===== src/hdl/adg_pkg.sv =====
// package of constants and types for the address generator core
// assumes one 200 MHz clock and a synchronous, active-high reset
// Function
// - pass-through op drives data port value onto address port, registers untouched
// - bit-reversed op outputs selected address register with bit order mirrored
// - bit-reversed op adds selected offset to unreversed register and stores sum back
// - bit-reversed op performs no compare, so no reload and no alternate execution
// - reversal touches only the output value, never the stored register value
// - idle instruction changes no register, flag or mode state
// - idle instruction releases every output pin to high impedance
// - reversal spans exactly the full 16-bit address width
// - data port may replace offset operand, result kept in any of sixteen registers
// - transparent, post-update and data select together give a flow-through adder
// - control bit 10 enables conditional alternate-instruction execution from looping ops
// - looping compare true in that mode runs the alternate instruction next cycle
// - comparator is true when address register is at least the compare register
// - pre-update outputs before adding; post-update adds first, then outputs
// - two-phase cycle, phase one high and phase two low, one instruction each
// - controller sets instruction, data select, alternate enable early; device latches them in phase one
// - data drivers enabled only in phase one for data output ops
// - transparent mode with data select opens data port to address port path
// - instruction and data select changes during phase one are ignored
// - transparent mode address follows the instruction without waiting for execution
// - control bit 6 high selects transparent, low selects latched address output
// - control bit 9 set selects post-update mode
// - alternate-instruction mode suppresses compare-driven reload from initial registers
package adg_pkg;

    // -------------------------------------------------------------------
    // widths and counts
    // -------------------------------------------------------------------
    localparam int ADG_ADDR_W   = 16;
    localparam int ADG_NUM_R    = 16;
    localparam int ADG_NUM_B    = 8;
    localparam int ADG_NUM_C    = 4;
    localparam int ADG_INS_W    = 10;
    localparam int ADG_CR_W     = 11;

    // -------------------------------------------------------------------
    // control register fields and reset value
    // -------------------------------------------------------------------
    localparam int ADG_CR_TRANSP   = 6;
    localparam int ADG_CR_BBANK    = 8;
    localparam int ADG_CR_POST     = 9;
    localparam int ADG_CR_ALTX     = 10;
    localparam logic [10:0] ADG_CR_RESET = 11'h000;

    // -------------------------------------------------------------------
    // avalon register byte offsets
    // -------------------------------------------------------------------
    localparam logic [3:0] ADG_OFS_CTRL   = 4'h0;
    localparam logic [3:0] ADG_OFS_ALT    = 4'h4;
    localparam logic [3:0] ADG_OFS_STATUS = 4'h8;
    localparam logic [3:0] ADG_OFS_YOUT   = 4'hc;

    // -------------------------------------------------------------------
    // instruction opcodes, held in bits 9:6
    // -------------------------------------------------------------------
    typedef enum logic [3:0] {
        OP_IDLE   = 4'h0,
        OP_PASS   = 4'h1,
        OP_BITREV = 4'h2,
        OP_ADD    = 4'h3,
        OP_SUB    = 4'h4,
        OP_SETY   = 4'h5,
        OP_SETU   = 4'h6,
        OP_SETA   = 4'h7,
        OP_DTR    = 4'h8,
        OP_DTB    = 4'h9,
        OP_DTC    = 4'ha,
        OP_DTI    = 4'hb,
        OP_RTD    = 4'hc,
        OP_WRA    = 4'hd,
        OP_RST    = 4'he,
        OP_SELB   = 4'hf
    } adg_op_t;

    // instruction word: opcode, address register index, pair index
    typedef struct packed {
        adg_op_t    op;
        logic [3:0] rsel;
        logic [1:0] psel;
    } adg_code_t;

    // inputs latched together in phase one
    typedef struct packed {
        adg_code_t code;
        logic      data_select_pin;
        logic      alternate_exec_enable_pin;
    } adg_ins_t;

endpackage


===== src/hdl/adg_core.sv =====
// address generator core: instruction execution, address/data ports, avalon registers
// assumes instruction pins synchronous to sys_clk; data port resolved outside from oe
`timescale 1ns/100ps
`default_nettype none
module adg_core
    import adg_pkg::*;
#(
    parameter int ADDR_W = ADG_ADDR_W,
    parameter int NUM_R  = ADG_NUM_R
) (
    // clock and reset
    input  wire logic        sys_clk,
    input  wire logic        sys_rst,
    // instruction port from the sequencer
    input  wire adg_ins_t    ins_in,
    // shared data bus
    input  wire logic [15:0] d_in,
    output logic      [15:0] d_out,
    output logic             d_oe,
    // address port and compare flag
    output logic      [15:0] y_out,
    output logic             y_oe,
    output logic             compare_zero_flag_pin,
    output logic             flag_oe,
    // avalon-mm slave
    input  wire logic [3:0]  avs_address,
    input  wire logic        avs_read,
    input  wire logic        avs_write,
    input  wire logic [31:0] avs_writedata,
    output logic      [31:0] avs_readdata,
    output logic             avs_waitrequest
);

    // -------------------------------------------------------------------
    // elaboration check
    // -------------------------------------------------------------------
    // the reversing network and the register index are wired for sixteen;
    // a narrower reversal must be done in software with a pre-reversed start
    if (ADDR_W != 16 || NUM_R != 16) begin : g_bad_param
        $error("adg_core serves only a 16-bit address and sixteen registers");
    end

    // -------------------------------------------------------------------
    // state
    // -------------------------------------------------------------------
    // register files are flip-flops indexed by field, so any entry reads at once
    logic [15:0]  r_q [16];
    logic [15:0]  r_d [16];
    logic [15:0]  b_q [8];
    logic [15:0]  b_d [8];
    logic [15:0]  c_q [4];
    logic [15:0]  c_d [4];
    logic [15:0]  i_q [4];
    logic [15:0]  i_d [4];
    logic [10:0]  cr_q;
    logic [10:0]  cr_d;
    logic [9:0]   air_q;
    logic [9:0]   air_d;
    // toggle stands in for the two-phase clock
    logic         phase_q;
    logic         phase_d;
    adg_ins_t     ins_q;
    adg_ins_t     ins_d;
    logic [15:0]  din_q;
    logic [15:0]  din_d;
    logic         alt_q;
    logic         alt_d;
    logic         flag_q;
    logic         flag_d;
    logic [15:0]  y_q;
    logic [15:0]  y_d;
    logic         yoe_q;
    logic         yoe_d;
    logic         flagoe_q;
    logic         flagoe_d;
    logic [15:0]  dout_q;
    logic [15:0]  dout_d;
    logic         doe_q;
    logic         doe_d;
    logic         wait_q;
    logic         wait_d;
    logic [31:0]  rdata_q;
    logic [31:0]  rdata_d;
    // write strobe qualified by the accepting edge
    logic         bus_wr;

    // -------------------------------------------------------------------
    // helpers
    // -------------------------------------------------------------------
    // mirror across all sixteen bits; no narrower width is offered
    function automatic logic [15:0] bit_rev(input logic [15:0] v);
        logic [15:0] o;
        o = 16'h0000;
        for (int k = 0; k < 16; k++) begin
            o[k] = v[15 - k];
        end
        return o;
    endfunction

    // offset operand: data port stands in for the offset register when selected
    function automatic logic [15:0] offset_of(input adg_code_t c, input logic ds, input logic [15:0] dv);
        logic [2:0] bi;
        bi = {cr_q[ADG_CR_BBANK], c.psel};
        return ds ? dv : b_q[bi];
    endfunction

    // value placed on the address port for a given instruction
    function automatic logic [15:0] addr_of(input adg_code_t c, input logic ds, input logic [15:0] dv);
        logic [15:0] rv;
        logic [15:0] sum;
        rv  = r_q[c.rsel];
        sum = 16'h0000;
        if (c.op == OP_ADD) begin
            sum = rv + offset_of(c, ds, dv);
        end else if (c.op == OP_SUB) begin
            sum = rv - offset_of(c, ds, dv);
        end
        case (c.op)
            OP_PASS:        return dv;
            OP_BITREV:      return bit_rev(rv);
            OP_ADD, OP_SUB: return cr_q[ADG_CR_POST] ? sum : rv;
            default:        return rv;
        endcase
    endfunction

    // only output-type ops drive the address port; the rest leave it released
    function automatic logic drives_addr(input adg_op_t op);
        return op == OP_PASS || op == OP_BITREV || op == OP_ADD || op == OP_SUB;
    endfunction

    // -------------------------------------------------------------------
    // avalon slave: one wait cycle, then the answer at the accepting edge
    // -------------------------------------------------------------------
    // a write lands only at the edge where the master sees waitrequest low,
    // so a request that is dropped early never half-updates a register
    assign bus_wr = avs_write && !wait_q;

    always_comb begin
        wait_d  = 1'b1;
        rdata_d = rdata_q;
        if ((avs_read || avs_write) && wait_q) begin
            wait_d = 1'b0;
            if (avs_read) begin
                case (avs_address)
                    ADG_OFS_CTRL:   rdata_d = {21'h000000, cr_q};
                    ADG_OFS_ALT:    rdata_d = {22'h000000, air_q};
                    ADG_OFS_STATUS: rdata_d = {27'h0000000, doe_q, yoe_q, phase_q, alt_q, flag_q};
                    ADG_OFS_YOUT:   rdata_d = {16'h0000, y_q};
                    default:        rdata_d = 32'h00000000;
                endcase
            end
        end
    end

    always_ff @(posedge sys_clk) begin
        if (sys_rst) begin
            wait_q  <= 1'b1;
            rdata_q <= 32'h00000000;
        end else begin
            wait_q  <= wait_d;
            rdata_q <= rdata_d;
        end
    end

    // -------------------------------------------------------------------
    // instruction capture and execution
    // -------------------------------------------------------------------
    // phase_q low: phase two, inputs sampled at its closing edge.
    // phase_q high: phase one, inputs held, the latched word executes.
    always_comb begin
        adg_code_t  cur;
        logic [15:0] rv;
        logic [15:0] sum;
        logic [15:0] cmp_v;
        logic        cmp;
        cur     = ins_q.code;
        rv      = 16'h0000;
        sum     = 16'h0000;
        cmp_v   = 16'h0000;
        cmp     = 1'b0;
        r_d     = r_q;
        b_d     = b_q;
        c_d     = c_q;
        i_d     = i_q;
        cr_d    = cr_q;
        air_d   = air_q;
        ins_d   = ins_q;
        din_d   = din_q;
        alt_d   = alt_q;
        flag_d  = flag_q;
        y_d     = y_q;
        yoe_d   = yoe_q;
        flagoe_d = flagoe_q;
        dout_d  = dout_q;
        doe_d   = 1'b0;
        phase_d = ~phase_q;

        if (!phase_q) begin
            // start of phase one: latch inputs, ignore them until the next phase two
            ins_d = ins_in;
            din_d = d_in;
            // drivers fall after one cycle so an outside driver may take the bus
            // in phase two without contention
            if (ins_in.code.op == OP_RTD) begin
                dout_d = r_q[ins_in.code.rsel];
                doe_d  = 1'b1;
            end
            // limitation: the flow-through path is one registered stage here,
            // traded for outputs that all come from flip-flops
            if (cr_q[ADG_CR_TRANSP] && !ins_in.alternate_exec_enable_pin && !alt_q) begin
                // transparent: address follows the new word at once
                y_d   = addr_of(ins_in.code, ins_in.data_select_pin, d_in);
                yoe_d = drives_addr(ins_in.code.op);
                flagoe_d = ins_in.code.op != OP_IDLE;
            end
        end else begin
            // reset instruction wins over any pending alternate word
            if ((alt_q || ins_q.alternate_exec_enable_pin) && ins_q.code.op != OP_RST) begin
                cur = adg_code_t'(air_q);
            end
            // an alternate word runs once; a fresh match arms it again
            alt_d = 1'b0;
            rv    = r_q[cur.rsel];
            if (!cr_q[ADG_CR_TRANSP] || alt_q || ins_q.alternate_exec_enable_pin) begin
                y_d   = addr_of(cur, ins_q.data_select_pin, din_q);
                yoe_d = drives_addr(cur.op);
                flagoe_d = cur.op != OP_IDLE;
            end
            case (cur.op)
                OP_IDLE: begin
                    // nothing stored; every pin released
                    yoe_d    = 1'b0;
                    flagoe_d = 1'b0;
                end
                OP_PASS: begin
                end
                // stored sum uses the unreversed value, so a pre-reversed start steps right
                OP_BITREV: begin
                    r_d[cur.rsel] = rv + offset_of(cur, ins_q.data_select_pin, din_q);
                end
                OP_ADD, OP_SUB: begin
                    if (cur.op == OP_ADD) begin
                        sum = rv + offset_of(cur, ins_q.data_select_pin, din_q);
                    end else begin
                        sum = rv - offset_of(cur, ins_q.data_select_pin, din_q);
                    end
                    r_d[cur.rsel] = sum;
                    cmp_v  = cr_q[ADG_CR_POST] ? sum : rv;
                    // unsigned compare: an address that wraps past zero reads true
                    cmp    = cmp_v >= c_q[cur.psel];
                    flag_d = cmp;
                    if (cmp) begin
                        if (cr_q[ADG_CR_ALTX]) begin
                            alt_d = 1'b1;
                        end else if (cr_q[cur.psel]) begin
                            r_d[cur.rsel] = i_q[cur.psel];
                        end
                    end
                end
                OP_SETY: cr_d[ADG_CR_TRANSP] = cur.psel[0];
                OP_SETU: cr_d[ADG_CR_POST]   = cur.psel[0];
                OP_SETA: cr_d[ADG_CR_ALTX]   = cur.psel[0];
                OP_SELB: cr_d[ADG_CR_BBANK]  = cur.psel[0];
                OP_DTR:  r_d[cur.rsel] = din_q;
                OP_DTB:  b_d[cur.rsel[2:0]] = din_q;
                OP_DTC:  c_d[cur.psel] = din_q;
                OP_DTI:  i_d[cur.psel] = din_q;
                OP_WRA:  air_d = din_q[9:0];
                OP_RST:  cr_d = ADG_CR_RESET;
                OP_RTD: begin
                end
                default: begin
                end
            endcase
        end

        // software access overrides the same-cycle instruction update
        // software changing mode bits mid-program should do so between loops
        if (bus_wr && avs_address == ADG_OFS_CTRL) begin
            cr_d = avs_writedata[10:0];
        end
        if (bus_wr && avs_address == ADG_OFS_ALT) begin
            air_d = avs_writedata[9:0];
        end
    end

    always_ff @(posedge sys_clk) begin
        if (sys_rst) begin
            // the whole register file clears in one edge
            for (int k = 0; k < 16; k++) begin
                r_q[k] <= 16'h0000;
            end
            for (int k = 0; k < 8; k++) begin
                b_q[k] <= 16'h0000;
            end
            for (int k = 0; k < 4; k++) begin
                c_q[k] <= 16'h0000;
                i_q[k] <= 16'h0000;
            end
            cr_q     <= ADG_CR_RESET;
            air_q    <= 10'h000;
            phase_q  <= 1'b0;
            ins_q    <= '0;
            din_q    <= 16'h0000;
            alt_q    <= 1'b0;
            flag_q   <= 1'b0;
            y_q      <= 16'h0000;
            yoe_q    <= 1'b0;
            flagoe_q <= 1'b0;
            dout_q   <= 16'h0000;
            doe_q    <= 1'b0;
        end else begin
            r_q      <= r_d;
            b_q      <= b_d;
            c_q      <= c_d;
            i_q      <= i_d;
            cr_q     <= cr_d;
            air_q    <= air_d;
            phase_q  <= phase_d;
            ins_q    <= ins_d;
            din_q    <= din_d;
            alt_q    <= alt_d;
            flag_q   <= flag_d;
            y_q      <= y_d;
            yoe_q    <= yoe_d;
            flagoe_q <= flagoe_d;
            dout_q   <= dout_d;
            doe_q    <= doe_d;
        end
    end

    // -------------------------------------------------------------------
    // outputs
    // -------------------------------------------------------------------
    // every pin and enable comes straight from a flip-flop
    assign y_out                 = y_q;
    assign y_oe                  = yoe_q;
    assign compare_zero_flag_pin = flag_q;
    assign flag_oe               = flagoe_q;
    assign d_out                 = dout_q;
    assign d_oe                  = doe_q;
    assign avs_readdata          = rdata_q;
    assign avs_waitrequest       = wait_q;

endmodule
`default_nettype wire


===== config.mk =====
export PLATFORM = sky130hd
export DESIGN_NAME = adg_core
export DESIGN_NICKNAME = d
export VERILOG_FILES = /design/src/hdl/adg_pkg.sv /design/src/hdl/adg_core.sv
export SDC_FILE = /design/constraint.sdc
export NUM_CORES = 2
export LEC_CHECK = 0
export BUFFER_PORTS_ARGS = -buffer_cell sky130_fd_sc_hd__buf_2
export CAP_MARGIN = 40
export CELL_PAD_IN_SITES_DETAIL_PLACEMENT = 1
export CELL_PAD_IN_SITES_GLOBAL_PLACEMENT = 2
export CORE_ASPECT_RATIO = 2
export CORE_MARGIN = 2
export CORE_UTILIZATION = 40
export DETAILED_ROUTE_END_ITERATION = 12
export PLACE_DENSITY = 0.78
export SYNTH_ARGS = -nofsm -noshare
export SYNTH_HDL_FRONTEND = slang
export SYNTH_SLANG_ARGS = --single-unit

===== constraint.sdc =====
create_clock -name sys_clk -period 11.78 [get_ports sys_clk]
set_clock_uncertainty 0.1 [all_clocks]
set_input_delay 1.178 -clock sys_clk [delete_from_list [all_inputs] [get_ports sys_clk]]
set_output_delay 1.178 -clock sys_clk [all_outputs]
set_load 0.02 [all_outputs]

=== Word-level counts from Yosys, hierarchy flattened ===
Index checks and enable logic that the tools add are counted.

* Add/subtract/negate cells: 4
* Order comparisons: 11
* Equality and inequality tests: 25
* Multiplexer cells: 81
* Bitwise operators: 7
* Reductions and logical operators: 56

{| class="wikitable"
|+ Operators by type and width
! cell !! number
|-
| 256-bit bitwise mux || 4
|-
| 256-bit two-way mux || 3
|-
| 256-bit case mux with 3 select lines || 1
|-
| 16-bit two-way mux || 30
|-
| 16-bit binary-select mux with 4-bit select || 2
|-
| 128-bit bitwise mux || 1
|-
| 64-bit bitwise mux || 2
|-
| 16-bit binary-select mux with 3-bit select || 2
|-
| 16-bit case mux with 3 select lines || 2
|-
| 16-bit binary-select mux with 2-bit select || 2
|-
| 16-bit demux with 4-bit select || 1
|-
| 16-bit case mux with 4 select lines || 1
|-
| 10-bit two-way mux || 5
|-
| 16-bit demux with 3-bit select || 1
|-
| 4-bit == test (second input constant) || 10
|-
| 16-bit adder || 2
|-
| 16-bit demux with 2-bit select || 1
|-
| 16-bit subtractor || 2
|-
| 2-bit AND reduction || 15
|-
| 4-bit by 3-bit == test with 1-bit output (second input constant) || 6
|-
| 11-bit two-way mux || 2
|-
| 4-bit by 2-bit == test with 1-bit output (second input constant) || 4
|-
| 16-bit >= comparator || 1
|-
| 1-bit two-way mux || 15
|-
| 26 further kinds || 69
|}

* Bits in registers: 632
* Input port bits: 68
* Output and inout port bits: 69
* Logic and storage cells: 238

=== Depth between registers and ports, before layout ===
* Depth in word-level cells: 19
* Mapped depth: 35
* Mapped depth without buffers: 26

=== Worst setup path after synthesis ===
No wires, ideal clock.

* Path kind: reg2reg
* Start: register ins_q[0] (netlist bit)
* End: register r_q[159] (netlist bit)
* Setup time: 0.130 ns
* Arrival time: 7.140 ns
* Required time: 11.550 ns
* Slack: 4.409 ns
* Cell stages (with the launch flop): 34
* Path buffers: 9
* Clock period less this slack: 7.371 ns
* Path through: dfxtp_1 -> buf_6 -> or2_1 -> buf_6 -> and3_4 -> a21oi_4 -> buf_8 -> buf_4 -> buf_2 -> mux4_2 -> mux2i_1 -> o21ai_0 -> ha_1 -> clkbuf_1 -> or2_2 -> a221oi_1 -> o211ai_1 -> nor4b_1 -> or3_1 -> a21oi_1 -> or2_0 -> clkbuf_1 -> a21oi_1 -> ha_1 -> a21o_1 -> a21o_1 -> a21oi_1 -> o21ai_0 -> a31oi_1 -> or2_1 -> buf_2 -> mux2i_1 -> buf_4 -> o22ai_1

* Longest elaborated chain between the ends: 19
* Elaborated cells on any way between the ends: 49
* Those cells by class: add/sub: 2; order compare: 3; eq/ne: 4; mux: 31; bitwise: 3; reduce/logical: 6

{| class="wikitable"
|+ Ends and longest elaborated chain
! what !! line !! RTL
|-
| from (decl) || adg_core.sv:62 || <nowiki>adg_ins_t ins_q;</nowiki>
|-
| from (signal assigned) || adg_core.sv:320 || <nowiki>ins_q <= ins_d;</nowiki>
|-
| 1-bit logical OR * || adg_core.sv:218 || <nowiki>if ((alt_q || ins_q.alternate_exec_enable_pin) && ins_q.code.op != OP_RST) begin</nowiki>
|-
| 1-bit logical AND * || adg_core.sv:218 ||
|-
| 10-bit two-way mux * || adg_core.sv:218 ||
|-
| 10-bit two-way mux * || adg_core.sv:198 || <nowiki>if (!phase_q) begin</nowiki>
|-
| parallel branches: the longest is 15 deep, another holds 16-bit subtractor || - ||
|-
| to (signal assigned) || adg_core.sv:313 || <nowiki>r_q <= r_d;</nowiki>
|-
| to (decl) || adg_core.sv:47 || <nowiki>logic [15:0] r_q [16];</nowiki>
|}

Every way passes the cells marked *. The select of a mux whose other input is x is not followed.
A chain may end at the register's enable or synchronous reset.

=== Worst setup path in the final report ===
* Start: register ins_q[9] (netlist bit)
* End: register r_q[101] (netlist bit)

* Longest elaborated chain between the ends: 19
* Elaborated cells on any way between the ends: 49
* Those cells by class: add/sub: 2; order compare: 3; eq/ne: 5; mux: 31; bitwise: 3; reduce/logical: 5

{| class="wikitable"
|+ Ends and longest elaborated chain
! what !! line
|-
| 4-bit != test || adg_core.sv:218
|-
| 1-bit logical AND || adg_core.sv:218
|-
| 10-bit two-way mux * || adg_core.sv:218
|-
| 10-bit two-way mux * || adg_core.sv:198
|-
| parallel branches: the longest is 15 deep, another holds 16-bit subtractor || -
|}

Marked as above.

==> results by group <==
Clocking
  – # H-tree levels: 2
  – Hold_buf cts: 0
  – Clock Tree Buf Depth: 3
  – Num CTS Buffers: 60
  – TritonCTS Sinks: 616
  – Post-CTS setup buffer count: 0
  – Clock transition at path regs: 0.07 ns
  – Clk_lat worst skew: 0.71 ns
  – Clock root buffer: clkbuf_16
  – CTS tree: done
  – Post_cts resized: 0

Logic synthesis
  – Number of flops mapped to enable cells by yosys: 0
  – Post-Synth Adder-Cell Area: 2.69%
  – Synth Instances: 4277
  – Simple-gate share of the synthesized area: 14.2%
  – Synth warn: 0
  – Ys async rst share: 0%
  – Post-synthesis cell type count: 109
  – Main synth FF type: dfxtp_1
  – Xor and xnor fraction of the mapped netlist area: 0.706%
  – Proportion of synthesized area in mux cells: 22.8%
  – Register area share after synthesis: 32.2%
  – Largest family of logic cells by synthesized area: multiplexers
  – Compound-Gate Fraction of Synth Area: 21.4%
  – Synthesized area: 0.0383 mm^2
  – Yosys reg bits: 616
  – Syn Area/Cell: 8.95 um^2

Worst setup path
  – Critical path arrival: 10.66 ns
  – CP Capture Type: flop
  – Most common cell on crit path: buf_4
  – Largest delay share family, worst path: simple AND/OR/NAND/NOR gates
  – CP Class: flop to flop
  – Crit path launch type: flop
  – WP buf/inv: 4
  – Slowest cell on crit path: nor2_1
  – CP required: 12.21 ns
  – Largest stage delay, worst path: 0.68 ns
  – Crit path max fanout: 38

Routing
  – Post-route DRC: 0
  – DRT met1 WL: 59700 um
  – Vias: 36200
  – Wire length on met3: 9670 um
  – Highest metal used: met5
  – WL/cell: 32.2 um
  – DR pass1 iterations: 5
  – DRT antenna net count: 0
  – Metal2 WL: 87700 um
  – Final WL: 176000 um
  – DR vias/cell: 6.63
  – Starting DRT DRC Count: 2807

Layout
  – P&R area growth vs syn: 10.1%
  – Fin nets: 4345
  – Non-filler cells, final: 5465
  – Fin area: 0.0422 mm^2
  – Layout cells sized above 1: 17.4%
  – Final Core Density: 44.4%
  – Commonest non-fill, non-tap cell in the layout: nor2_1
  – Most frequent cells in the layout: 657 x nor2_1, 611 x dfxtp_1, 334 x mux2i_1
  – Filler Cells Inserted: 11100

Placed design
  – GPL Wtd Cong: 1.00
  – Placed cell count: 5346
  – Area after DPL: 0.0401 mm^2
  – DP Worst Slack: 1.85 ns
  – Buffers added on ports: 99
  – Post-DP HPWL: 127000 um

Power
  – Clock power share: 37.9%
  – Combinational share of power: 22.8%
  – Sequential Power Share: 39.3%
  – Leak Pwr: 15.9 nW
  – PD cells: 130 mW/mm^2
  – Internal Power: 3.59 mW
  – Switch share: 34.2%
  – NetSw: 1.87 mW
  – Pwr Total: 5.46 mW
  – Worst VDD drop: 0.120 mV

Hold path
  – Hold Crit Class: flop to flop

Floorplanning
  – I/O pin cnt: 137
  – Die Wd: 223 um
  – Starting Density: 40.3%
  – Die Area: 0.0983 mm^2
  – Cell Rows: 160
  – Core outline area: 0.0949 mm^2
  – Die Ht: 441 um

GRT
  – Initial antenna violation count: 5
  – Vias in the first global route: 37200
  – Total track usage: 35.2%
  – Gr ovfl total: 0
  – Pin count of the biggest net entering global routing: 79
  – First-pass GRT wire length: 254000 um

STA
  – Tightest Pin Transition: 0.995 ns
  – RSZ-0062 raised after global routing: false
  – Final Worst Setup Slack: 1.55 ns
  – Max-slew violation count: 0
  – Slew margin rel.: 33.7%
  – # setup viols final: 0
  – Max Freq: 97.7 MHz
  – Fin crit share: 86.9%
  – Endpoints failing hold: 0
  – Final worst hold slack: 0.354 ns
  – Min Tclk post-route: 10.23 ns
  – Total Neg Setup Slack: 0 ns

Run
  – Maxcap violations: 0

Outcome
  – Status: complete, no violations
metal layers:
| metal | vias up | GRT usage (%) |
|---|---|---|
| met4 | 6 | 32.3 |
| li1 | 15700 | - |
| met1 | 18400 | 35.7 |
| met2 | 1450 | 62.4 |
| met5 | - | 0 |
| met3 | 682 | 5.04 |
sequential cells by signal, summed over array words and instances (netlist names):
name / count
compare_zero_flag_pin: 1
avs_readdata: 16
d_out: 16
y_out: 16
avs_waitrequest: 1
alt_q: 1
air_q: 10
r_q: 256
phase_q: 1
i_q: 64
ins_q: 12
b_q: 128
c_q: 64
y_oe: 1
din_q: 16
flag_oe: 1
d_oe: 1
cr_q: 11
worst paths after layout:
path                                     end                  startpoint  cells after the start  slack [ns]
setup / recovery       r_q[101]$_SDFFE_PP0P_       ins_q[9]$_SDFFE_PP0N_                     26        1.55
hold / removal    avs_waitrequest$_SDFF_PP1_  avs_waitrequest$_SDFF_PP1_                      1        0.35
setup reg to reg       r_q[101]$_SDFFE_PP0P_       ins_q[9]$_SDFFE_PP0N_                     26        1.55
hold reg to reg   avs_waitrequest$_SDFF_PP1_  avs_waitrequest$_SDFF_PP1_                      1        0.35
power groups by stage:
stage	combinational [mW]	sequential (mW)	clock, mW
after floorplan	0.722	2.18	0
after global placement	1.18	2.19	0
after detailed placement	1.20	2.19	0
after CTS	1.20	2.14	2.10
after global routing	1.28	2.14	2.17
final	1.24	2.14	2.07
logic make-up (layout without fill, tap and decap cells):
family	count (synthesis)	after routing
flops	616	616
mux	584	584
fa+ha+maj	80	80
other cells	1	22
xor+xnor	30	30
simple gates	1256	1256
buf+inv	525	477
compound gates	1185	1185
cell type report:
type	instances	area, um^2	share of cell area [%]
Timing Repair Buffer	272	2020	4.79
Clock inverter	26	318	0.754
Sequential cell	616	12300	29.3
Clock buffer	83	1710	4.05
Antenna cell	6	15.0	0.0356
Multi-Input combinational cell	3151	23900	56.6
Tap cell	1215	1520	3.61
Inverter	96	360	0.855
cells in the mapped netlist, types with 24 or more instances:
master | instances | area [um^2]
ha_1 | 76 | 951
nand2_1 | 282 | 1060
mux4_2 | 216 | 4860
nand2b_1 | 32 | 200
a221o_1 | 28 | 280
buf_2 | 76 | 380
dfxtp_1 | 616 | 12300
nand3_1 | 96 | 480
a221oi_1 | 24 | 210
inv_1 | 95 | 357
o21ai_0 | 224 | 1120
a22oi_1 | 36 | 270
a31oi_1 | 25 | 156
o21a_1 | 29 | 218
a21oi_1 | 301 | 1510
clkbuf_1 | 285 | 1070
o22ai_1 | 52 | 325
a211oi_1 | 167 | 1250
nor2_1 | 677 | 2540
buf_4 | 34 | 255
o221a_2 | 34 | 383
o211ai_1 | 35 | 263
mux2i_1 | 335 | 3350
a311oi_1 | 27 | 236
worst register-to-register path: cells and delay by family (launching register included):
kind	cells	cell delay, ns
buffers and inverters	4	1.39
and+or+nand+nor	8	3.23
muxes	3	1.27
AOI/OAI and AO/OA	9	2.70
DFF	1	0.48
adders and majority gates	2	0.87
(Power assumes the default switching activity.)
